--- src/logic/flash_cmd_pkg.sv ---
// shared constants and types for the serial flash command interpreter
package flash_cmd_pkg;

  // system clock rate
  localparam int CLK_MHZ = 50;

  // opcodes handled here
  localparam logic [7:0] OP_WRAP_UPPER = 8'h8d;
  localparam logic [7:0] OP_SET_PARAMS = 8'hc0;
  localparam logic [7:0] OP_QUAD_ON = 8'h38;
  localparam logic [7:0] OP_QUAD_OFF = 8'hff;
  localparam logic [7:0] OP_RST_ENABLE = 8'h66;
  localparam logic [7:0] OP_RST = 8'h99;
  localparam logic [7:0] OP_SFDP = 8'h5a;

  // framing: serial clocks per byte and address length
  localparam logic [3:0] CLKS_PER_BYTE_SPI = 4'h8;
  localparam logic [3:0] CLKS_PER_BYTE_QUAD = 4'h2;
  localparam logic [1:0] ADDR_LAST_BYTE = 2'h2;

  // dummy clocks: table table selected by read parameter bits 5:4
  localparam logic [3:0] DUMMY_CLKS [0:3] = '{4'h4, 4'h6, 4'h8, 4'h8};
  localparam logic [3:0] SPI_DUMMY_CLKS = 4'h8;
  localparam logic [3:0] SFDP_DUMMY_CLKS = 4'h8;
  localparam int RD_PARAM_DUMMY_LSB = 4;
  localparam int RD_PARAM_WRAP_LSB = 0;

  // smallest wrap length, doubled per code step
  localparam logic [24:0] WRAP_BASE_BYTES = 25'h0000008;
  localparam logic [24:0] UPPER_HALF_BASE = 25'h1000000;

  // discoverable-parameter header area, byte offsets 00h..17h
  localparam int SFDP_LEN = 24;
  localparam int SFDP_VENDOR_OFS = 16;
  localparam logic [7:0] ERASED_BYTE = 8'hff;
  localparam logic [7:0] SFDP_ROM [0:23] = '{
    8'h53, 8'h46, 8'h44, 8'h50,  // signature, low byte first
    8'h00, 8'h01, 8'h01, 8'hff,  // revision 1.0, two headers, unused
    8'h00, 8'h00, 8'h01, 8'h09,  // standard table, rev 1.0, nine dwords
    8'h30, 8'h00, 8'h00, 8'hff,  // table pointer 30h, unused
    8'h00, 8'h00, 8'h01, 8'h03,  // maker id slot, rev 1.0, three dwords
    8'h60, 8'h00, 8'h00, 8'hff   // table pointer 60h, unused
  };

  // one-hot command states
  typedef enum logic [7:0] {
    ST_IDLE = 8'h01,
    ST_CMD = 8'h02,
    ST_ADDR = 8'h04,
    ST_DUMMY = 8'h08,
    ST_DATA_OUT = 8'h10,
    ST_PARAM_IN = 8'h20,
    ST_IGNORE = 8'h40,
    ST_RECOVER = 8'h80
  } cmd_state_t;

  // raw pins as sampled, in sync order
  typedef struct packed {
    logic cs_n;
    logic sclk;
    logic [3:0] io;
  } pin_in_t;

  // loads of volatile bits from neighbouring logic
  typedef struct packed {
    logic wel_set;
    logic wel_clr;
    logic sus_set;
    logic sus_clr;
    logic wrap_load;
    logic [2:0] wrap_val;
    logic mode_load;
    logic [7:0] mode_val;
    logic status_load;
    logic [7:0] status_val;
  } volatile_load_t;

  // volatile settings wiped by an accepted reset
  typedef struct packed {
    logic write_permit_latch;
    logic suspend_flag;
    logic [2:0] wrap_setting_bits;
    logic [7:0] continuous_read_mode_byte;
    logic [7:0] volatile_status;
    logic [7:0] read_parameter_byte;
  } volatile_state_t;

endpackage

--- src/logic/byte_fifo.sv ---
// synchronous fifo with valid/ready on both sides and a flush
`timescale 1ns/10ps
module byte_fifo #(
  parameter int WIDTH = 8,
  parameter int DEPTH = 8
) (
  input wire logic clk_i,              // system clock
  input wire logic rst_i,              // synchronous reset, active high
  input wire logic flush_i,            // drop all contents
  input wire logic in_valid_i,         // write side offers a word
  input wire logic [WIDTH-1:0] in_data_i,  // word offered
  output logic in_ready_o,             // room for a word, registered
  output logic out_valid_o,            // word available, registered
  output logic [WIDTH-1:0] out_data_o, // oldest word
  input wire logic out_ready_i         // read side takes the word
);
  localparam int PW = $clog2(DEPTH);

  typedef struct packed {
    logic [PW-1:0] wr;
    logic [PW-1:0] rd;
    logic [PW:0] count;
    logic full;
    logic empty;
  } fifo_state_t;

  fifo_state_t s;
  fifo_state_t next_s;
  logic [WIDTH-1:0] mem [0:DEPTH-1];
  logic push;
  logic pop;

  // full and empty are registered so in_ready_o and out_valid_o are clean flops
  always_comb
  begin
    push = in_valid_i && !s.full;
    pop = out_ready_i && !s.empty;
    next_s = s;
    if (push)
      next_s.wr = (s.wr == PW'(DEPTH - 1)) ? '0 : s.wr + PW'(1);
    if (pop)
      next_s.rd = (s.rd == PW'(DEPTH - 1)) ? '0 : s.rd + PW'(1);
    next_s.count = s.count + (PW + 1)'(push) - (PW + 1)'(pop);
    if (flush_i)
    begin
      next_s.wr = '0;
      next_s.rd = '0;
      next_s.count = '0;
    end
    next_s.full = (next_s.count == (PW + 1)'(DEPTH));
    next_s.empty = (next_s.count == '0);
  end

  always_ff @(posedge clk_i)
  begin
    if (rst_i)
    begin
      s <= '0;
      s.empty <= 1'b1;
    end
    else
      s <= next_s;
  end

  // storage has no reset; only words counted as valid are read
  always_ff @(posedge clk_i)
  begin
    if (push)
      mem[s.wr] <= in_data_i;
  end

  assign in_ready_o = !s.full;
  assign out_valid_o = !s.empty;
  assign out_data_o = mem[s.rd];

  property p_fifo_count;
    @(posedge clk_i) disable iff (rst_i)
      (push && !pop && !flush_i) |=> (s.count == $past(s.count) + (PW + 1)'(1));
  endproperty
  a_fifo_count: assert property (p_fifo_count)
    else $error("fifo count did not follow a push");
endmodule

--- src/logic/flash_mode_reset_sfdp_cmd.sv ---
// command interpreter: upper-half wrapped read, framing switch, reset pair, parameter headers
`timescale 1ns/10ps
// Overview of operation
// - upper wrapped read returns only array bytes 1000000h..1ffffffh.
// - opcode, three address bytes, dummy, data; top address bit forced to one.
// - read address rolls to the wrap block start at its end.
// - wrap length, and dummy clocks in quad framing, come from the last set-parameters byte.
// - enable-quad opcode switches to quad command framing.
// - disable-quad opcode switches back to single-line framing.
// - framing switches keep write latch, suspend and wrap length.
// - accepted reset aborts internal work and restores power-on defaults.
// - accepted reset clears every volatile bit, latch, byte and setting.
// - reset happens only after reset-enable frame followed by reset frame.
// - reset pair is accepted in both framings.
// - during reset recovery every command is ignored.
// - parameter-table read opcode is supported.
// - signature low byte first, then minor revision 0, major 1.
// - header count byte is headers minus one, value one.
// - first header: standard table, rev 1.0, nine dwords, pointer 30h.
// - second header: maker id, rev 1.0, three dwords, pointer 60h.
// - fourth byte of each header's second dword reads all ones.
// - dummy code selects 4, 6, 8 or 8 clocks in quad framing.
// - wrap code selects 8, 16, 32 or 64 bytes.
module flash_mode_reset_sfdp_cmd
#(
  parameter int RESET_RECOVERY_NS = 12000,
  parameter logic [7:0] MAKER_ID = 8'h5e,  // arbitrary value
  parameter int FIFO_DEPTH = 8
) (
  input wire logic clk_i,                              // system clock, 50 MHz
  input wire logic rst_i,                              // synchronous reset, active high
  input wire logic cs_n_i,                             // chip select pin, active low
  input wire logic sclk_i,                             // serial clock pin
  input wire logic [3:0] io_i,                         // data pins, input side
  output logic [3:0] io_o,                             // data pins, output side
  output logic [3:0] io_oe_n_o,                        // data pin enables, low drives
  input wire flash_cmd_pkg::volatile_load_t vol_load_i, // volatile bit loads
  output flash_cmd_pkg::volatile_state_t vol_o,        // volatile settings
  output logic quad_framing_o,                         // quad command framing active
  output logic abort_o,                                // pulse: abort internal operation
  output logic recovering_o,                           // reset recovery in progress
  output logic [24:0] array_addr_o,                    // array byte address
  output logic array_req_o,                            // array stream wanted
  input wire logic [7:0] array_data_i,                 // array byte
  input wire logic array_valid_i,                      // array byte valid
  output logic array_ready_o                           // fifo room for array byte
);
  import flash_cmd_pkg::*;

  localparam int RECOVER_CYCLES_RAW = (RESET_RECOVERY_NS * CLK_MHZ + 999) / 1000;
  localparam int RECOVER_CYCLES = (RECOVER_CYCLES_RAW < 1) ? 1 : RECOVER_CYCLES_RAW;

  typedef struct packed {
    cmd_state_t state;
    logic quad;
    logic rst_armed;
    logic [7:0] shift_in;
    logic [3:0] bit_cnt;
    logic [1:0] byte_cnt;
    logic [7:0] opcode;
    logic [15:0] addr;
    logic [1:0] addr_cnt;
    logic [3:0] dummy_cnt;
    logic [7:0] out_shift;
    logic [3:0] out_left;
    logic [3:0] io_out;
    logic [3:0] io_oe_n;
    logic fill_on;
    logic is_sfdp;
    logic array_req;
    logic [24:0] fill_addr;
    volatile_state_t vol;
    logic [15:0] recover_cnt;
    logic recovering;
    logic abort;
  } ctrl_state_t;

  ctrl_state_t s;
  ctrl_state_t next_s;
  pin_in_t pin;
  pin_in_t pin_prev;
  logic cs_fall;
  logic cs_rise;
  logic sclk_rise;
  logic sclk_fall;
  logic [7:0] rx_byte;
  logic byte_done;
  logic [3:0] clks_per_byte;
  logic one_byte_frame;
  logic reset_hit;
  logic fifo_flush;
  logic fifo_in_valid;
  logic [7:0] fifo_in_data;
  logic fifo_in_ready;
  logic fifo_out_valid;
  logic [7:0] fifo_out_data;
  logic fifo_pop;
  logic fill_take;
  logic [7:0] out_byte;
  logic [24:0] wrap_mask;

  // header byte lookup; beyond the header area the table reads erased
  function automatic logic [7:0] sfdp_byte(input logic [24:0] ofs);
    logic [7:0] b;
    b = ERASED_BYTE;
    if (ofs < 25'(SFDP_LEN))
      b = SFDP_ROM[ofs[4:0]];
    if (ofs == 25'(SFDP_VENDOR_OFS))
      b = MAKER_ID;
    return b;
  endfunction

  // low-bit mask of the wrap block for a wrap code
  function automatic logic [24:0] wrap_mask_of(input logic [1:0] code);
    return (WRAP_BASE_BYTES << code) - 25'h1;
  endfunction

  pin_sync #(.W($bits(pin_in_t))) i_pin_sync (
    .clk_i(clk_i),
    .rst_i(rst_i),
    .raw_i({cs_n_i, sclk_i, io_i}),
    .sync_o(pin),
    .prev_o(pin_prev)
  );

  byte_fifo #(.WIDTH(8), .DEPTH(FIFO_DEPTH)) i_byte_fifo (
    .clk_i(clk_i),
    .rst_i(rst_i),
    .flush_i(fifo_flush),
    .in_valid_i(fifo_in_valid),
    .in_data_i(fifo_in_data),
    .in_ready_o(fifo_in_ready),
    .out_valid_o(fifo_out_valid),
    .out_data_o(fifo_out_data),
    .out_ready_i(fifo_pop)
  );

  // pin edges from the synchronised copies only
  assign cs_fall = pin_prev.cs_n && !pin.cs_n;
  assign cs_rise = !pin_prev.cs_n && pin.cs_n;
  assign sclk_rise = !pin_prev.sclk && pin.sclk;
  assign sclk_fall = pin_prev.sclk && !pin.sclk;
  assign clks_per_byte = s.quad ? CLKS_PER_BYTE_QUAD : CLKS_PER_BYTE_SPI;
  assign rx_byte = s.quad ? {s.shift_in[3:0], pin.io} : {s.shift_in[6:0], pin.io[0]};
  assign one_byte_frame = (s.byte_cnt == 2'h1) && (s.bit_cnt == 4'h0);
  assign reset_hit = cs_rise && one_byte_frame && s.rst_armed && (s.opcode == OP_RST)
    && (s.state == ST_IGNORE);
  assign wrap_mask = wrap_mask_of(s.vol.read_parameter_byte[RD_PARAM_WRAP_LSB +: 2]);

  // prefetch stream: array bytes, or header bytes made here; fifo absorbs the rate gap
  assign fifo_in_valid = s.fill_on && (s.is_sfdp || (s.array_req && array_valid_i));
  assign fifo_in_data = s.is_sfdp ? sfdp_byte(s.fill_addr) : array_data_i;
  assign fill_take = fifo_in_valid && fifo_in_ready;

  always_comb
  begin
    next_s = s;
    next_s.abort = 1'b0;
    byte_done = 1'b0;
    fifo_flush = 1'b0;
    fifo_pop = 1'b0;
    out_byte = ERASED_BYTE;
    // volatile loads; a set in the same cycle as a clear wins
    if (vol_load_i.wel_clr)
      next_s.vol.write_permit_latch = 1'b0;
    if (vol_load_i.wel_set)
      next_s.vol.write_permit_latch = 1'b1;
    if (vol_load_i.sus_clr)
      next_s.vol.suspend_flag = 1'b0;
    if (vol_load_i.sus_set)
      next_s.vol.suspend_flag = 1'b1;
    if (vol_load_i.wrap_load)
      next_s.vol.wrap_setting_bits = vol_load_i.wrap_val;
    if (vol_load_i.mode_load)
      next_s.vol.continuous_read_mode_byte = vol_load_i.mode_val;
    if (vol_load_i.status_load)
      next_s.vol.volatile_status = vol_load_i.status_val;
    // advance the fill address; wrap stays inside the aligned block
    if (fill_take)
    begin
      if (s.is_sfdp)
        next_s.fill_addr = s.fill_addr + 25'h1;
      else
        next_s.fill_addr = (s.fill_addr & ~wrap_mask) | ((s.fill_addr + 25'h1) & wrap_mask);
    end
    // byte assembly on rising serial clock in all receiving states
    if (sclk_rise && (s.state == ST_CMD || s.state == ST_ADDR || s.state == ST_PARAM_IN
        || s.state == ST_IGNORE))
    begin
      next_s.shift_in = rx_byte;
      next_s.bit_cnt = s.bit_cnt + 4'h1;
      if (s.bit_cnt + 4'h1 == clks_per_byte)
      begin
        byte_done = 1'b1;
        next_s.bit_cnt = 4'h0;
        if (s.byte_cnt != 2'h3)
          next_s.byte_cnt = s.byte_cnt + 2'h1;
      end
    end
    case (s.state)
      ST_IDLE:
      begin
        if (cs_fall)
        begin
          next_s.state = ST_CMD;
          next_s.bit_cnt = 4'h0;
          next_s.byte_cnt = 2'h0;
          next_s.addr_cnt = 2'h0;
          fifo_flush = 1'b1;
        end
      end
      ST_CMD:
      begin
        if (byte_done)
        begin
          next_s.opcode = rx_byte;
          next_s.state = ST_IGNORE;
          if (rx_byte == OP_WRAP_UPPER || rx_byte == OP_SFDP)
          begin
            next_s.state = ST_ADDR;
            next_s.is_sfdp = (rx_byte == OP_SFDP);
          end
          else if (rx_byte == OP_SET_PARAMS)
            next_s.state = ST_PARAM_IN;
        end
      end
      ST_ADDR:
      begin
        if (byte_done)
        begin
          next_s.addr = {s.addr[7:0], rx_byte};
          next_s.addr_cnt = s.addr_cnt + 2'h1;
          if (s.addr_cnt == ADDR_LAST_BYTE)
          begin
            next_s.state = ST_DUMMY;
            next_s.fill_on = 1'b1;
            if (s.is_sfdp)
            begin
              next_s.fill_addr = {1'b0, s.addr, rx_byte};
              next_s.dummy_cnt = SFDP_DUMMY_CLKS;
            end
            else
            begin
              next_s.fill_addr = UPPER_HALF_BASE | {1'b0, s.addr, rx_byte};
              next_s.dummy_cnt = s.quad
                ? DUMMY_CLKS[s.vol.read_parameter_byte[RD_PARAM_DUMMY_LSB +: 2]]
                : SPI_DUMMY_CLKS;
            end
          end
        end
      end
      ST_DUMMY:
      begin
        if (sclk_rise)
        begin
          next_s.dummy_cnt = s.dummy_cnt - 4'h1;
          if (s.dummy_cnt == 4'h1)
          begin
            next_s.state = ST_DATA_OUT;
            next_s.out_left = 4'h0;
          end
        end
      end
      ST_DATA_OUT:
      begin
        // data changes on falling serial clock; an underrun sends erased bytes
        if (sclk_fall)
        begin
          next_s.io_oe_n = s.quad ? 4'h0 : 4'hd;
          if (s.out_left == 4'h0)
          begin
            fifo_pop = fifo_out_valid;
            if (fifo_out_valid)
              out_byte = fifo_out_data;
            if (s.quad)
            begin
              next_s.io_out = out_byte[7:4];
              next_s.out_shift = {out_byte[3:0], 4'h0};
              next_s.out_left = CLKS_PER_BYTE_QUAD - 4'h1;
            end
            else
            begin
              next_s.io_out = {2'h0, out_byte[7], 1'b0};
              next_s.out_shift = {out_byte[6:0], 1'b0};
              next_s.out_left = CLKS_PER_BYTE_SPI - 4'h1;
            end
          end
          else
          begin
            next_s.io_out = s.quad ? s.out_shift[7:4] : {2'h0, s.out_shift[7], 1'b0};
            next_s.out_shift = s.quad ? {s.out_shift[3:0], 4'h0} : {s.out_shift[6:0], 1'b0};
            next_s.out_left = s.out_left - 4'h1;
          end
        end
      end
      ST_PARAM_IN:
      begin
        if (byte_done)
        begin
          next_s.vol.read_parameter_byte = rx_byte;
          next_s.state = ST_IGNORE;
        end
      end
      ST_IGNORE:
      begin
        next_s.state = ST_IGNORE;
      end
      ST_RECOVER:
      begin
        // chip select edges are not looked at until the count runs out
        if (s.recover_cnt != 16'h0)
          next_s.recover_cnt = s.recover_cnt - 16'h1;
        else if (pin.cs_n)
          next_s.state = ST_IDLE;
      end
      default:
      begin
        next_s.state = ST_IDLE;
      end
    endcase
    // frame end: single-byte commands take effect only on a clean close
    if (cs_rise && s.state != ST_IDLE && s.state != ST_RECOVER)
    begin
      next_s.state = ST_IDLE;
      next_s.fill_on = 1'b0;
      next_s.is_sfdp = 1'b0;
      next_s.io_oe_n = 4'hf;
      next_s.rst_armed = 1'b0;
      fifo_flush = 1'b1;
      if (one_byte_frame && s.state == ST_IGNORE)
      begin
        if (s.opcode == OP_QUAD_ON && !s.quad)
          next_s.quad = 1'b1;
        if (s.opcode == OP_QUAD_OFF && s.quad)
          next_s.quad = 1'b0;
        if (s.opcode == OP_RST_ENABLE)
          next_s.rst_armed = 1'b1;
      end
      if (reset_hit)
      begin
        next_s.vol = '0;
        next_s.quad = 1'b0;
        next_s.abort = 1'b1;
        next_s.state = ST_RECOVER;
        next_s.recover_cnt = 16'(RECOVER_CYCLES);
      end
    end
    next_s.array_req = next_s.fill_on && !next_s.is_sfdp;
    next_s.recovering = (next_s.state == ST_RECOVER);
  end

  // single state register
  always_ff @(posedge clk_i)
  begin
    if (rst_i)
    begin
      s <= '0;
      s.state <= ST_IDLE;
      s.io_oe_n <= 4'hf;
    end
    else
      s <= next_s;
  end

  assign io_o = s.io_out;
  assign io_oe_n_o = s.io_oe_n;
  assign vol_o = s.vol;
  assign quad_framing_o = s.quad;
  assign abort_o = s.abort;
  assign recovering_o = s.recovering;
  assign array_addr_o = s.fill_addr;
  assign array_req_o = s.array_req;
  assign array_ready_o = fifo_in_ready;

  property p_upper_half;
    @(posedge clk_i) disable iff (rst_i)
      s.array_req |-> s.fill_addr[24];
  endproperty
  a_upper_half: assert property (p_upper_half)
    else $error("array read left the upper half");

  property p_wrap_block;
    @(posedge clk_i) disable iff (rst_i)
      (fill_take && s.array_req && !fifo_flush && !cs_rise) |=>
        ((s.fill_addr ^ $past(s.fill_addr)) & ~$past(wrap_mask)) == 25'h0;
  endproperty
  a_wrap_block: assert property (p_wrap_block)
    else $error("read address left its wrap block");

  property p_quad_on;
    @(posedge clk_i) disable iff (rst_i)
      (cs_rise && one_byte_frame && s.state == ST_IGNORE && s.opcode == OP_QUAD_ON) |=> s.quad;
  endproperty
  a_quad_on: assert property (p_quad_on)
    else $error("enable-quad did not switch framing");

  property p_quad_off;
    @(posedge clk_i) disable iff (rst_i)
      (cs_rise && one_byte_frame && s.state == ST_IGNORE && s.opcode == OP_QUAD_OFF) |=> !s.quad;
  endproperty
  a_quad_off: assert property (p_quad_off)
    else $error("disable-quad did not restore framing");

  property p_switch_keeps;
    @(posedge clk_i) disable iff (rst_i)
      ($changed(s.quad) && !s.abort) |->
        (s.vol.read_parameter_byte == $past(s.vol.read_parameter_byte))
        && (s.vol.write_permit_latch == ($past(s.vol.write_permit_latch) || $past(vol_load_i.wel_set))
            || $past(vol_load_i.wel_clr));
  endproperty
  a_switch_keeps: assert property (p_switch_keeps)
    else $error("framing switch disturbed settings");

  property p_reset_clears;
    @(posedge clk_i) disable iff (rst_i)
      reset_hit |=> (s.vol == '0) && s.abort && !s.quad ##1 !s.abort;
  endproperty
  a_reset_clears: assert property (p_reset_clears)
    else $error("reset left volatile state or abort wrong");

  property p_reset_needs_pair;
    @(posedge clk_i) disable iff (rst_i)
      $rose(s.abort) |-> $past(s.rst_armed) && ($past(s.opcode) == OP_RST);
  endproperty
  a_reset_needs_pair: assert property (p_reset_needs_pair)
    else $error("reset without enable frame");

  property p_recover_ignores;
    @(posedge clk_i) disable iff (rst_i)
      (s.state == ST_RECOVER && s.recover_cnt != 16'h0) |=> s.state == ST_RECOVER;
  endproperty
  a_recover_ignores: assert property (p_recover_ignores)
    else $error("command taken during recovery");

  property p_signature;
    @(posedge clk_i) disable iff (rst_i)
      (fill_take && s.is_sfdp && s.fill_addr == 25'h0) |-> fifo_in_data == SFDP_ROM[0];
  endproperty
  a_signature: assert property (p_signature)
    else $error("signature byte wrong");
endmodule

--- src/logic/pin_sync.sv ---
// two-stage synchroniser for pin inputs plus a delayed copy for edge finding
`timescale 1ns/10ps
module pin_sync #(
  parameter int W = 6
) (
  input wire logic clk_i,          // system clock
  input wire logic rst_i,          // synchronous reset, active high
  input wire logic [W-1:0] raw_i,  // asynchronous pin levels
  output logic [W-1:0] sync_o,     // synchronised level
  output logic [W-1:0] prev_o      // synchronised level one cycle older
);
  typedef struct packed {
    logic [W-1:0] meta;
    logic [W-1:0] stable;
    logic [W-1:0] prev;
  } sync_state_t;

  sync_state_t s;
  sync_state_t next_s;

  // meta feeds only the stable stage; edges come from stable vs prev
  always_comb
  begin
    next_s.meta = raw_i;
    next_s.stable = s.meta;
    next_s.prev = s.stable;
  end

  // reset value all ones: chip select idles high
  always_ff @(posedge clk_i)
  begin
    if (rst_i)
      s <= '1;
    else
      s <= next_s;
  end

  assign sync_o = s.stable;
  assign prev_o = s.prev;
endmodule

--- config.mk ---
export PLATFORM = sky130hd
export DESIGN_NAME = flash_mode_reset_sfdp_cmd
export DESIGN_NICKNAME = d
export VERILOG_FILES = /design/src/logic/flash_cmd_pkg.sv /design/src/logic/byte_fifo.sv /design/src/logic/flash_mode_reset_sfdp_cmd.sv /design/src/logic/pin_sync.sv
export SDC_FILE = /design/constraint.sdc
export NUM_CORES = 1
export LEC_CHECK = 0
export ABC_AREA = 1
export BUFFER_PORTS_ARGS = -buffer_cell sky130_fd_sc_hd__buf_4
export CAP_MARGIN = 15
export CORE_ASPECT_RATIO = 2
export CORE_MARGIN = 2
export CORE_UTILIZATION = 64
export DETAILED_ROUTE_END_ITERATION = 10
export HOLD_SLACK_MARGIN = 0.03
export PLACE_DENSITY = 0.87
export SLEW_MARGIN = 20
export SYNTH_ARGS = -nofsm -noshare
export SYNTH_HDL_FRONTEND = slang
export SYNTH_SLANG_ARGS = --single-unit
--- constraint.sdc ---
create_clock -name clk_i -period 6.7 [get_ports clk_i]
set_input_delay 1.005 -clock clk_i [delete_from_list [all_inputs] [get_ports clk_i]]
set_output_delay 1.005 -clock clk_i [all_outputs]
set_load 0.005 [all_outputs]
==> results.sh, run 1 <==
export IMPL_status="completed"
export IMPL_internal_power_uw=2190
export IMPL_r2r_start="s[73]"
export IMPL_nets=1565
export IMPL_die_area_mm2=0.0195
export IMPL_syn_cell_area_mm2=0.0117
export IMPL_slew_viol_final=0
export IMPL_drive_gt1_frac=0.132
export IMPL_drcViolationCount=0
export IMPL_clk_insertion_delay_late_ns=0.52
export IMPL_clockPowerShare=0.428
export IMPL_required_ns=7.07
export IMPL_hold_buffers=0
export IMPL_worstMarginPinSlew_ns=1.07
export IMPL_layout_commonest_cell="nand2_1"
export IMPL_path_max_fanout=15
export IMPL_yosysUniqueCellTypes=49
export IMPL_fp_dieH_um=195
export IMPL_boundaryPins=110
export IMPL_overflow=0
export IMPL_crit_type="reg2reg"
export IMPL_ys_warn_count=0
export IMPL_ys_flop_type="dfxtp_1"
export IMPL_end_kind="flop"
export IMPL_period_minus_slack_ns=3.34
export IMPL_synth_edf_count=64
export IMPL_cts_num_sinks=238
export IMPL_syn_instance_count=1474
export IMPL_core_mm2=0.0181
export IMPL_antenna_found_initial=0
export IMPL_startpoint="s[73]"
export IMPL_rsz0062_at_grt="false"
export IMPL_pwr_density_cell_mw_per_mm2=217
export IMPL_cts_resized=0
export IMPL_grt_pass1_wl_um=45800
export IMPL_grt_use_total=0.291
export IMPL_wirelength_um=28300
export IMPL_setup_slack_ns=3.36
export IMPL_cts_root_buf="clkbuf_16"
export IMPL_initial_core_util=0.647
export IMPL_drt_pass1_iter_count=5
export IMPL_hp_start="i_pin_sync.next_s[11]"
export IMPL_ys_seq_elements=238
export IMPL_ant_nets=0
export IMPL_syn_nets=1540
export IMPL_die_w_um=99.7
export IMPL_grt_max_degree=53
export IMPL_clock_fmax_mhz=299
export IMPL_wl_per_cell_um=16.4
export IMPL_clockBufferDepth=3
export IMPL_p_sw_frac=0.211
export IMPL_hold_class="reg2reg"
export IMPL_synth_avg_cell_area_um2=7.96
export IMPL_dp_hpwl_um=20300
export IMPL_via_per_inst=5.72
export IMPL_cts_tree="yes"
export IMPL_htreeDepth=1
export IMPL_drt_first_iter_violations=464
export IMPL_worst_ir_drop_vdd_v=0.000248
export IMPL_finalSetupTns_ns=0
export IMPL_dp_slack_ns=3.14
export IMPL_diodes=0
export IMPL_seq_power_share=0.537
export IMPL_cts_buffers=20
export IMPL_clkSlewWorstSetupHoldPaths_ns=0.07
export IMPL_fin_crit_sh=0.499
export IMPL_io_buffers=109
export IMPL_rows=70
export IMPL_postCtsSetupRepairBufs=0
export IMPL_drv_cap=0
export IMPL_yosysSeqAreaShare=0.461
export IMPL_arrival_ns=3.72
export IMPL_gp_congestion=0.941
export IMPL_synthArstFlopShare=0
export IMPL_leakagePower_uw=0.00556
export IMPL_grt_pass1_vias=9716
export IMPL_final_cell_mix="nand2_1 (253), nor2_1 (189), dfxtp_1 (174)"
export IMPL_vias=9892
export IMPL_setup_viol=0
export IMPL_start_kind="flop"
export IMPL_slew_headroom=0.280
export IMPL_power_switching_uw=587
export IMPL_finClkSkew_ns=0.0122
export IMPL_syn2layout_area_growth_pct=9.23
export IMPL_power_frac_comb=0.035
export IMPL_hold_violations=0
-- power groups by stage --
stage | logic [µW] | registers, µW | clock network, µW
global placement | 94.2 | 1520 | 0
finish | 96.8 | 1490 | 1190
detailed placement | 96.5 | 1520 | 0
CTS | 96.9 | 1490 | 1200
global route | 105 | 1490 | 1250
floorplan | 59.1 | 1520 | 0
-- state kept, by name (all words and copies together) (netlist names), 2 cells and up, named ones only --
register and count:
i_pin_sync.sync_o 6, i_byte_fifo.s 12, array_addr_o 25, i_pin_sync.prev_o 2, s 81, i_pin_sync.next_s 6
i_byte_fifo.mem 64, io_oe_n_o 2, io_o 4, vol_o 29
-- final timing paths --
kind / end / slack, ns / cells past startpoint
min reg2reg: i_pin_sync.sync_o[5] / 0.41 / 1
max reg2reg: i_byte_fifo.s[0] / 3.36 / 9
max: i_byte_fifo.s[0] / 3.36 / 9
min: i_pin_sync.sync_o[5] / 0.41 / 1
-- worst max-delay path: stages (launching register included) --
cell	delay, ns
dfxtp_1	0.47
inv_1	0.39
nand2_1	0.11
nand3_1	0.48
clkinv_1	0.47
ha_1	0.36
fa_1	0.39
xnor2_1	0.15
a31oi_1	0.25
a31oi_1	0.12
-- per-layer routing --
metal,up-vias,track usage,share of wire
met1,4550,0.290,0.35
met3,114,0.0315,0.048
li1,4851,-,-
met5,-,0,0
met4,0,0.190,0.060
met2,377,0.552,0.55
-- synthesized netlist by cell type, types with 3 or more instances --
master    instances  share of area
a211oi_1         14         0.0090
a21oi_1          87          0.037
a21oi_2          10         0.0075
a22oi_1          12         0.0077
a31oi_1          10         0.0053
buf_1             4         0.0013
buf_2            11         0.0047
buf_4            62          0.040
buf_6             5         0.0048
clkbuf_1         28         0.0090
clkinv_1          5         0.0016
dfxtp_1         174           0.30
edfxtp_1         64           0.16
ha_1             22          0.023
inv_1           157          0.050
inv_2             4         0.0013
mux2i_1          19          0.016
nand2_1         253          0.081
nand2_2           5         0.0027
nand3_1         100          0.043
nand4_1          30          0.016
nor2_1          189          0.060
nor2_2            3         0.0016
nor2_4            3         0.0029
nor3_1           26          0.011
nor4_1            4         0.0021
o211ai_1          9         0.0058
o21ai_0          84          0.036
o21ai_1           3         0.0013
o21ai_2          10         0.0075
or2_0             3         0.0016
or2_2            13         0.0069
xnor2_1           9         0.0067
xor2_1           25          0.019
-- per-stage QoR --
stage	power [µW]	instances	hold WS [ns]	util	instance area, µm²
finish	2780	1728	0.409	0.706	12800
detailed placement	1620	1693	0.401	0.670	12100
CTS	2790	1728	0.413	0.706	12800
floorplan	1580	1474	0.389	-	11700
global placement	1620	1693	0.391	0.670	12100
global route	2850	1728	0.421	0.706	12800
-- cell families after synthesis --
logic type	synth area share
buf+inv	0.113
mux	0.0162
flops	0.461
fa+ha+maj	0.0252
xor+xnor	0.0254
simple gates	0.237
compound gates	0.123
-- final cells by class --
type	instances	area [µm²]
tap	216	270
inverter	166	623
multi-input combinational	960	5000
fill	1436	5320
clock buffer	23	543
clock inverter	12	118
timing repair buffer	113	848
sequential	238	5410
No activity file was read; power rests on OpenSTA's default activity.
==> run 2, diff against run 1 <==
- CORE_UTILIZATION: 64 -> 60
- PLACE_DENSITY: 0.87 -> 0.83
- clock period: 6.7 -> 3.3 ns (I/O delays scaled with it)
==> run 2 against run 1 <==
Final cell count up 3.2%; sequential cell count unchanged; die area is 6.5% higher; critical path depth is 5 higher; worst hold slack got worse by 0.25 ns; clock power up 90%; critical endpoint unchanged; first-iteration DRC count rose by 19%.
==> results.sh, run 2 (synthesized netlist as in run 1, its figures left out) <==
export IMPL_dp_hpwl_um=20700
export IMPL_clockBufferDepth=3
export IMPL_finalSetupTns_ns=0
export IMPL_gp_congestion=0.918
export IMPL_diodes=0
export IMPL_status="completed"
export IMPL_overflow=0
export IMPL_clkSlewWorstSetupHoldPaths_ns=0.07
export IMPL_grt_pass1_vias=9997
export IMPL_worstMarginPinSlew_ns=0.875
export IMPL_required_ns=3.67
export IMPL_cts_buffers=20
export IMPL_fp_dieH_um=202
export IMPL_fin_crit_sh=0.871
export IMPL_rows=72
export IMPL_io_buffers=109
export IMPL_postCtsSetupRepairBufs=0
export IMPL_nets=1576
export IMPL_initial_core_util=0.608
export IMPL_grt_max_degree=46
export IMPL_hold_buffers=0
export IMPL_largest_reg_flops=81
export IMPL_finClkSkew_ns=0.0119
export IMPL_drive_gt1_frac=0.138
export IMPL_setup_viol=0
export IMPL_totalPowerFinal_uw=5480
export IMPL_drcViolationCount=0
export IMPL_path_max_fanout=6
export IMPL_antenna_found_initial=0
export IMPL_hold_class="in2reg"
export IMPL_leakagePower_uw=0.00558
export IMPL_die_w_um=103
export IMPL_drt_first_iter_violations=550
export IMPL_slew_viol_final=0
export IMPL_grt_use_total=0.280
export IMPL_period_minus_slack_ns=2.87
export IMPL_start_kind="flop"
export IMPL_cts_resized=0
export IMPL_drt_pass1_iter_count=5
export IMPL_layout_commonest_cell="nand2_1"
export IMPL_fillCellCount=1667
export IMPL_r2r_setup_slack_ns=0.43
export IMPL_clock_fmax_mhz=348
export IMPL_regMostFlops="s"
export IMPL_htreeDepth=1
export IMPL_boundaryPins=110
export IMPL_ant_nets=0
export IMPL_cts_root_buf="clkbuf_16"
export IMPL_clk_insertion_delay_late_ns=0.51
export IMPL_pwr_density_cell_mw_per_mm2=425
export IMPL_rsz0062_at_grt="false"
export IMPL_drv_cap=0
export IMPL_crit_type="reg2reg"
export IMPL_syn2layout_area_growth_pct=10.1
export IMPL_end_kind="flop"
export IMPL_wirelength_um=28800
export IMPL_cts_num_sinks=238
export IMPL_slew_headroom=0.415
export IMPL_core_mm2=0.0193
export IMPL_final_cell_mix="nand2_1 (253), nor2_1 (189), dfxtp_1 (174)"
export IMPL_cts_tree="yes"
export IMPL_arrival_ns=3.25
export IMPL_hold_violations=0
export IMPL_vias=9975
export IMPL_grt_pass1_wl_um=46200
export IMPL_worst_ir_drop_vdd_v=0.000393
export IMPL_wl_per_cell_um=16.2
export IMPL_via_per_inst=5.59
export IMPL_die_area_mm2=0.0207
run 2: power breakdown:
group	internal, µW	total, µW	switching, µW
sequential	3020	3030	12.7
clock	1190	2260	1060
combinational	86.9	198	111
run 2: through the flow:
| stage | instances | hold WS [ns] | utilization | cell area (µm²) | setup slack (ns) |
|---|---|---|---|---|---|
| after floorplan | 1474 | 0.389 | - | 11700 | 0.741 |
| after global placement | 1747 | 0.393 | 0.638 | 12300 | 0.536 |
| after detailed placement | 1747 | 0.397 | 0.638 | 12300 | 0.442 |
| after CTS | 1783 | 0.151 | 0.670 | 12900 | 0.414 |
| after global routing | 1783 | 0.156 | 0.670 | 12900 | 0.159 |
| final | 1783 | 0.160 | 0.670 | 12900 | 0.426 |
run 2: final timing paths:
path	from	to	cells past startpoint
worst max register to register	s[142]	i_byte_fifo.s[0]	14
worst max-delay path	s[142]	i_byte_fifo.s[0]	14
worst min register to register	i_pin_sync.next_s[11]	i_pin_sync.sync_o[5]	1
worst min-delay path	io_i[0]	i_pin_sync.next_s[6]	2
run 2: layer usage:
layer | up-vias | GRT usage | wire (µm)
met5 | - | 0 | 0
met4 | 0 | 0.178 | 1660
met3 | 103 | 0.0299 | 1480
met2 | 391 | 0.524 | 15700
met1 | 4611 | 0.281 | 9940
li1 | 4870 | - | -
run 2: final cells by class:
| class | instances | area, µm² | share of cell area |
|---|---|---|---|
| clock buffer | 26 | 554 | 0.0429 |
| clock inverter | 10 | 57.6 | 0.00446 |
| inverter | 166 | 623 | 0.0483 |
| multi-input combinational | 960 | 5000 | 0.387 |
| sequential | 238 | 5410 | 0.419 |
| tap | 259 | 324 | 0.0251 |
| timing repair buffer | 124 | 943 | 0.0731 |
run 2: worst max-delay path, stage by stage (launching register included):
cell     delay [ns]
dfxtp_1        0.37
nor2_4         0.17
nand2_1        0.12
inv_2          0.07
nand4_1        0.14
inv_1          0.17
nand2_2        0.08
nor3_2         0.29
ha_1           0.18
inv_1          0.04
ha_1           0.20
fa_1           0.39
xnor2_1        0.15
a31oi_1        0.25
a31oi_1        0.12
==> run 3, diff against run 2 <==
--- a/config.mk
+++ b/config.mk
@@ -15,3 +15,4 @@
 export HOLD_SLACK_MARGIN = 0.03
-export PLACE_DENSITY = 0.83
+export PLACE_DENSITY_LB_ADDON = 0.3
+export SKIP_LAST_GASP = 1
 export SLEW_MARGIN = 20
--- a/constraint.sdc
+++ b/constraint.sdc
@@ -3,2 +3,2 @@
 set_output_delay 0.495 -clock clk_i [all_outputs]
-set_load 0.005 [all_outputs]
+set_load 0.01 [all_outputs]
==> run 3 against run 2 <==
Power is 4.9% higher; critical path type unchanged; clock skew up 0.0025 ns; sequential power about the same; highest routed layer unchanged; worst hold slack better by 0.011 ns.
==> results.sh, run 3 (synthesized netlist as in run 1, its figures left out) <==
export IMPL_crit_type="reg2reg"
export IMPL_drt_pass1_iter_count=5
export IMPL_path_cells="nor2_2, nand2_1, inv_2, nand4_1, inv_1, nand2_2, nor3_2, buf_4, ha_1, inv_1, ha_1, fa_1, xnor2_1, a31oi_1, a31oi_1"
export IMPL_overflow=0
export IMPL_wl_per_cell_um=16.1
export IMPL_grt_max_degree=45
export IMPL_postCtsSetupRepairBufs=0
export IMPL_status="completed"
export IMPL_ant_nets=0
export IMPL_core_mm2=0.0193
export IMPL_setup_slack_ns=0.539
export IMPL_final_cell_mix="nand2_1 (253), nor2_1 (189), dfxtp_1 (174)"
export IMPL_diodes=0
export IMPL_gp_congestion=0.986
export IMPL_via_per_inst=5.58
export IMPL_fin_crit_sh=0.837
export IMPL_clkSlewWorstSetupHoldPaths_ns=0.07
export IMPL_wirelength_um=28800
export IMPL_die_w_um=103
export IMPL_period_minus_slack_ns=2.76
export IMPL_vias=9954
export IMPL_required_ns=3.68
export IMPL_clock_fmax_mhz=362
export IMPL_clockBufferDepth=3
export IMPL_grt_use_total=0.280
export IMPL_fp_dieH_um=202
export IMPL_drive_gt1_frac=0.140
export IMPL_cts_num_sinks=238
export IMPL_dp_slack_ns=0.548
export IMPL_clk_insertion_delay_late_ns=0.51
export IMPL_htreeDepth=1
export IMPL_drt_first_iter_violations=462
export IMPL_pwr_density_cell_mw_per_mm2=442
export IMPL_end_kind="flop"
export IMPL_drv_cap=0
export IMPL_initial_core_util=0.608
export IMPL_drcViolationCount=0
export IMPL_slew_headroom=0.417
export IMPL_setup_viol=0
export IMPL_rows=72
export IMPL_die_area_mm2=0.0207
export IMPL_antenna_found_initial=0
export IMPL_regMostFlops="s"
export IMPL_crit_slowest_cell="fa_1"
export IMPL_grt_pass1_vias=9900
export IMPL_finalSetupTns_ns=0
export IMPL_hold_class="in2reg"
export IMPL_hold_violations=0
export IMPL_hold_buffers=0
export IMPL_boundaryPins=110
export IMPL_cts_resized=0
export IMPL_cts_buffers=21
export IMPL_syn2layout_area_growth_pct=11.0
export IMPL_worstMarginPinSlew_ns=0.871
export IMPL_arrival_ns=3.14
export IMPL_path_max_fanout=6
export IMPL_slowest_delay_ns=0.39
export IMPL_nets=1579
export IMPL_grt_pass1_wl_um=46300
export IMPL_dp_hpwl_um=20900
export IMPL_finClkSkew_ns=0.0143
export IMPL_io_buffers=109
export IMPL_slew_viol_final=0
export IMPL_start_kind="flop"
export IMPL_worst_ir_drop_vdd_v=0.000497
export IMPL_layout_commonest_cell="nand2_1"
export IMPL_rsz0062_at_grt="false"
export IMPL_cts_tree="yes"
export IMPL_largest_reg_flops=81
export IMPL_leakagePower_uw=0.00564
export IMPL_cts_root_buf="clkbuf_16"
run 3: layer usage:
metal / global-route usage / wire length (µm) / vias to the layer above
li1: - / - / 4882
met1: 0.279 / 10100 / 4610
met2: 0.529 / 15700 / 346
met3: 0.0320 / 1340 / 116
met4: 0.165 / 1660 / 0
met5: 0 / 0 / -
run 3: area by class of cell:
class                           instances  area [µm²]
Clock buffer                           26         564
Clock inverter                          9         126
Fill cell                            1656        6260
Inverter                              166         623
Multi-Input combinational cell        960        5000
Sequential cell                       238        5410
Tap cell                              259         324
Timing Repair Buffer                  126         971
run 3: power breakdown:
| group | switching [µW] | internal [µW] | total, µW |
|---|---|---|---|
| clock network | 1070 | 1450 | 2510 |
| registers | 12.5 | 3020 | 3030 |
| logic | 117 | 89.7 | 206 |
run 3: critical path, delay by kind of cell (launching register included):
family / cells / cell delay (ns)
xor+xnor: 1 / 0.16
simple gates: 5 / 0.64
fa+ha+maj: 3 / 0.71
flops: 1 / 0.34
compound gates: 2 / 0.34
buf+inv: 4 / 0.44
run 3: stage by stage:
step	hold WS (ns)	instances	util	total power, µW	cell area, µm²
final	0.171	1784	0.675	5750	13000
after global routing	0.166	1784	0.675	5910	13000
after CTS	0.153	1784	0.675	5790	13000
after detailed placement	0.395	1749	0.639	3300	12300
after global placement	0.395	1749	0.639	3300	12300
after floorplan	0.389	1474	-	3220	11700
run 3: final timing paths:
kind | startpoint | end | slack [ns] | cells past startpoint
setup / recovery | s[144] | i_byte_fifo.s[0] | 0.54 | 15
hold / removal | io_i[2] | i_pin_sync.next_s[8] | 0.17 | 2
setup reg to reg | s[144] | i_byte_fifo.s[0] | 0.54 | 15
hold reg to reg | i_pin_sync.next_s[11] | i_pin_sync.sync_o[5] | 0.41 | 1
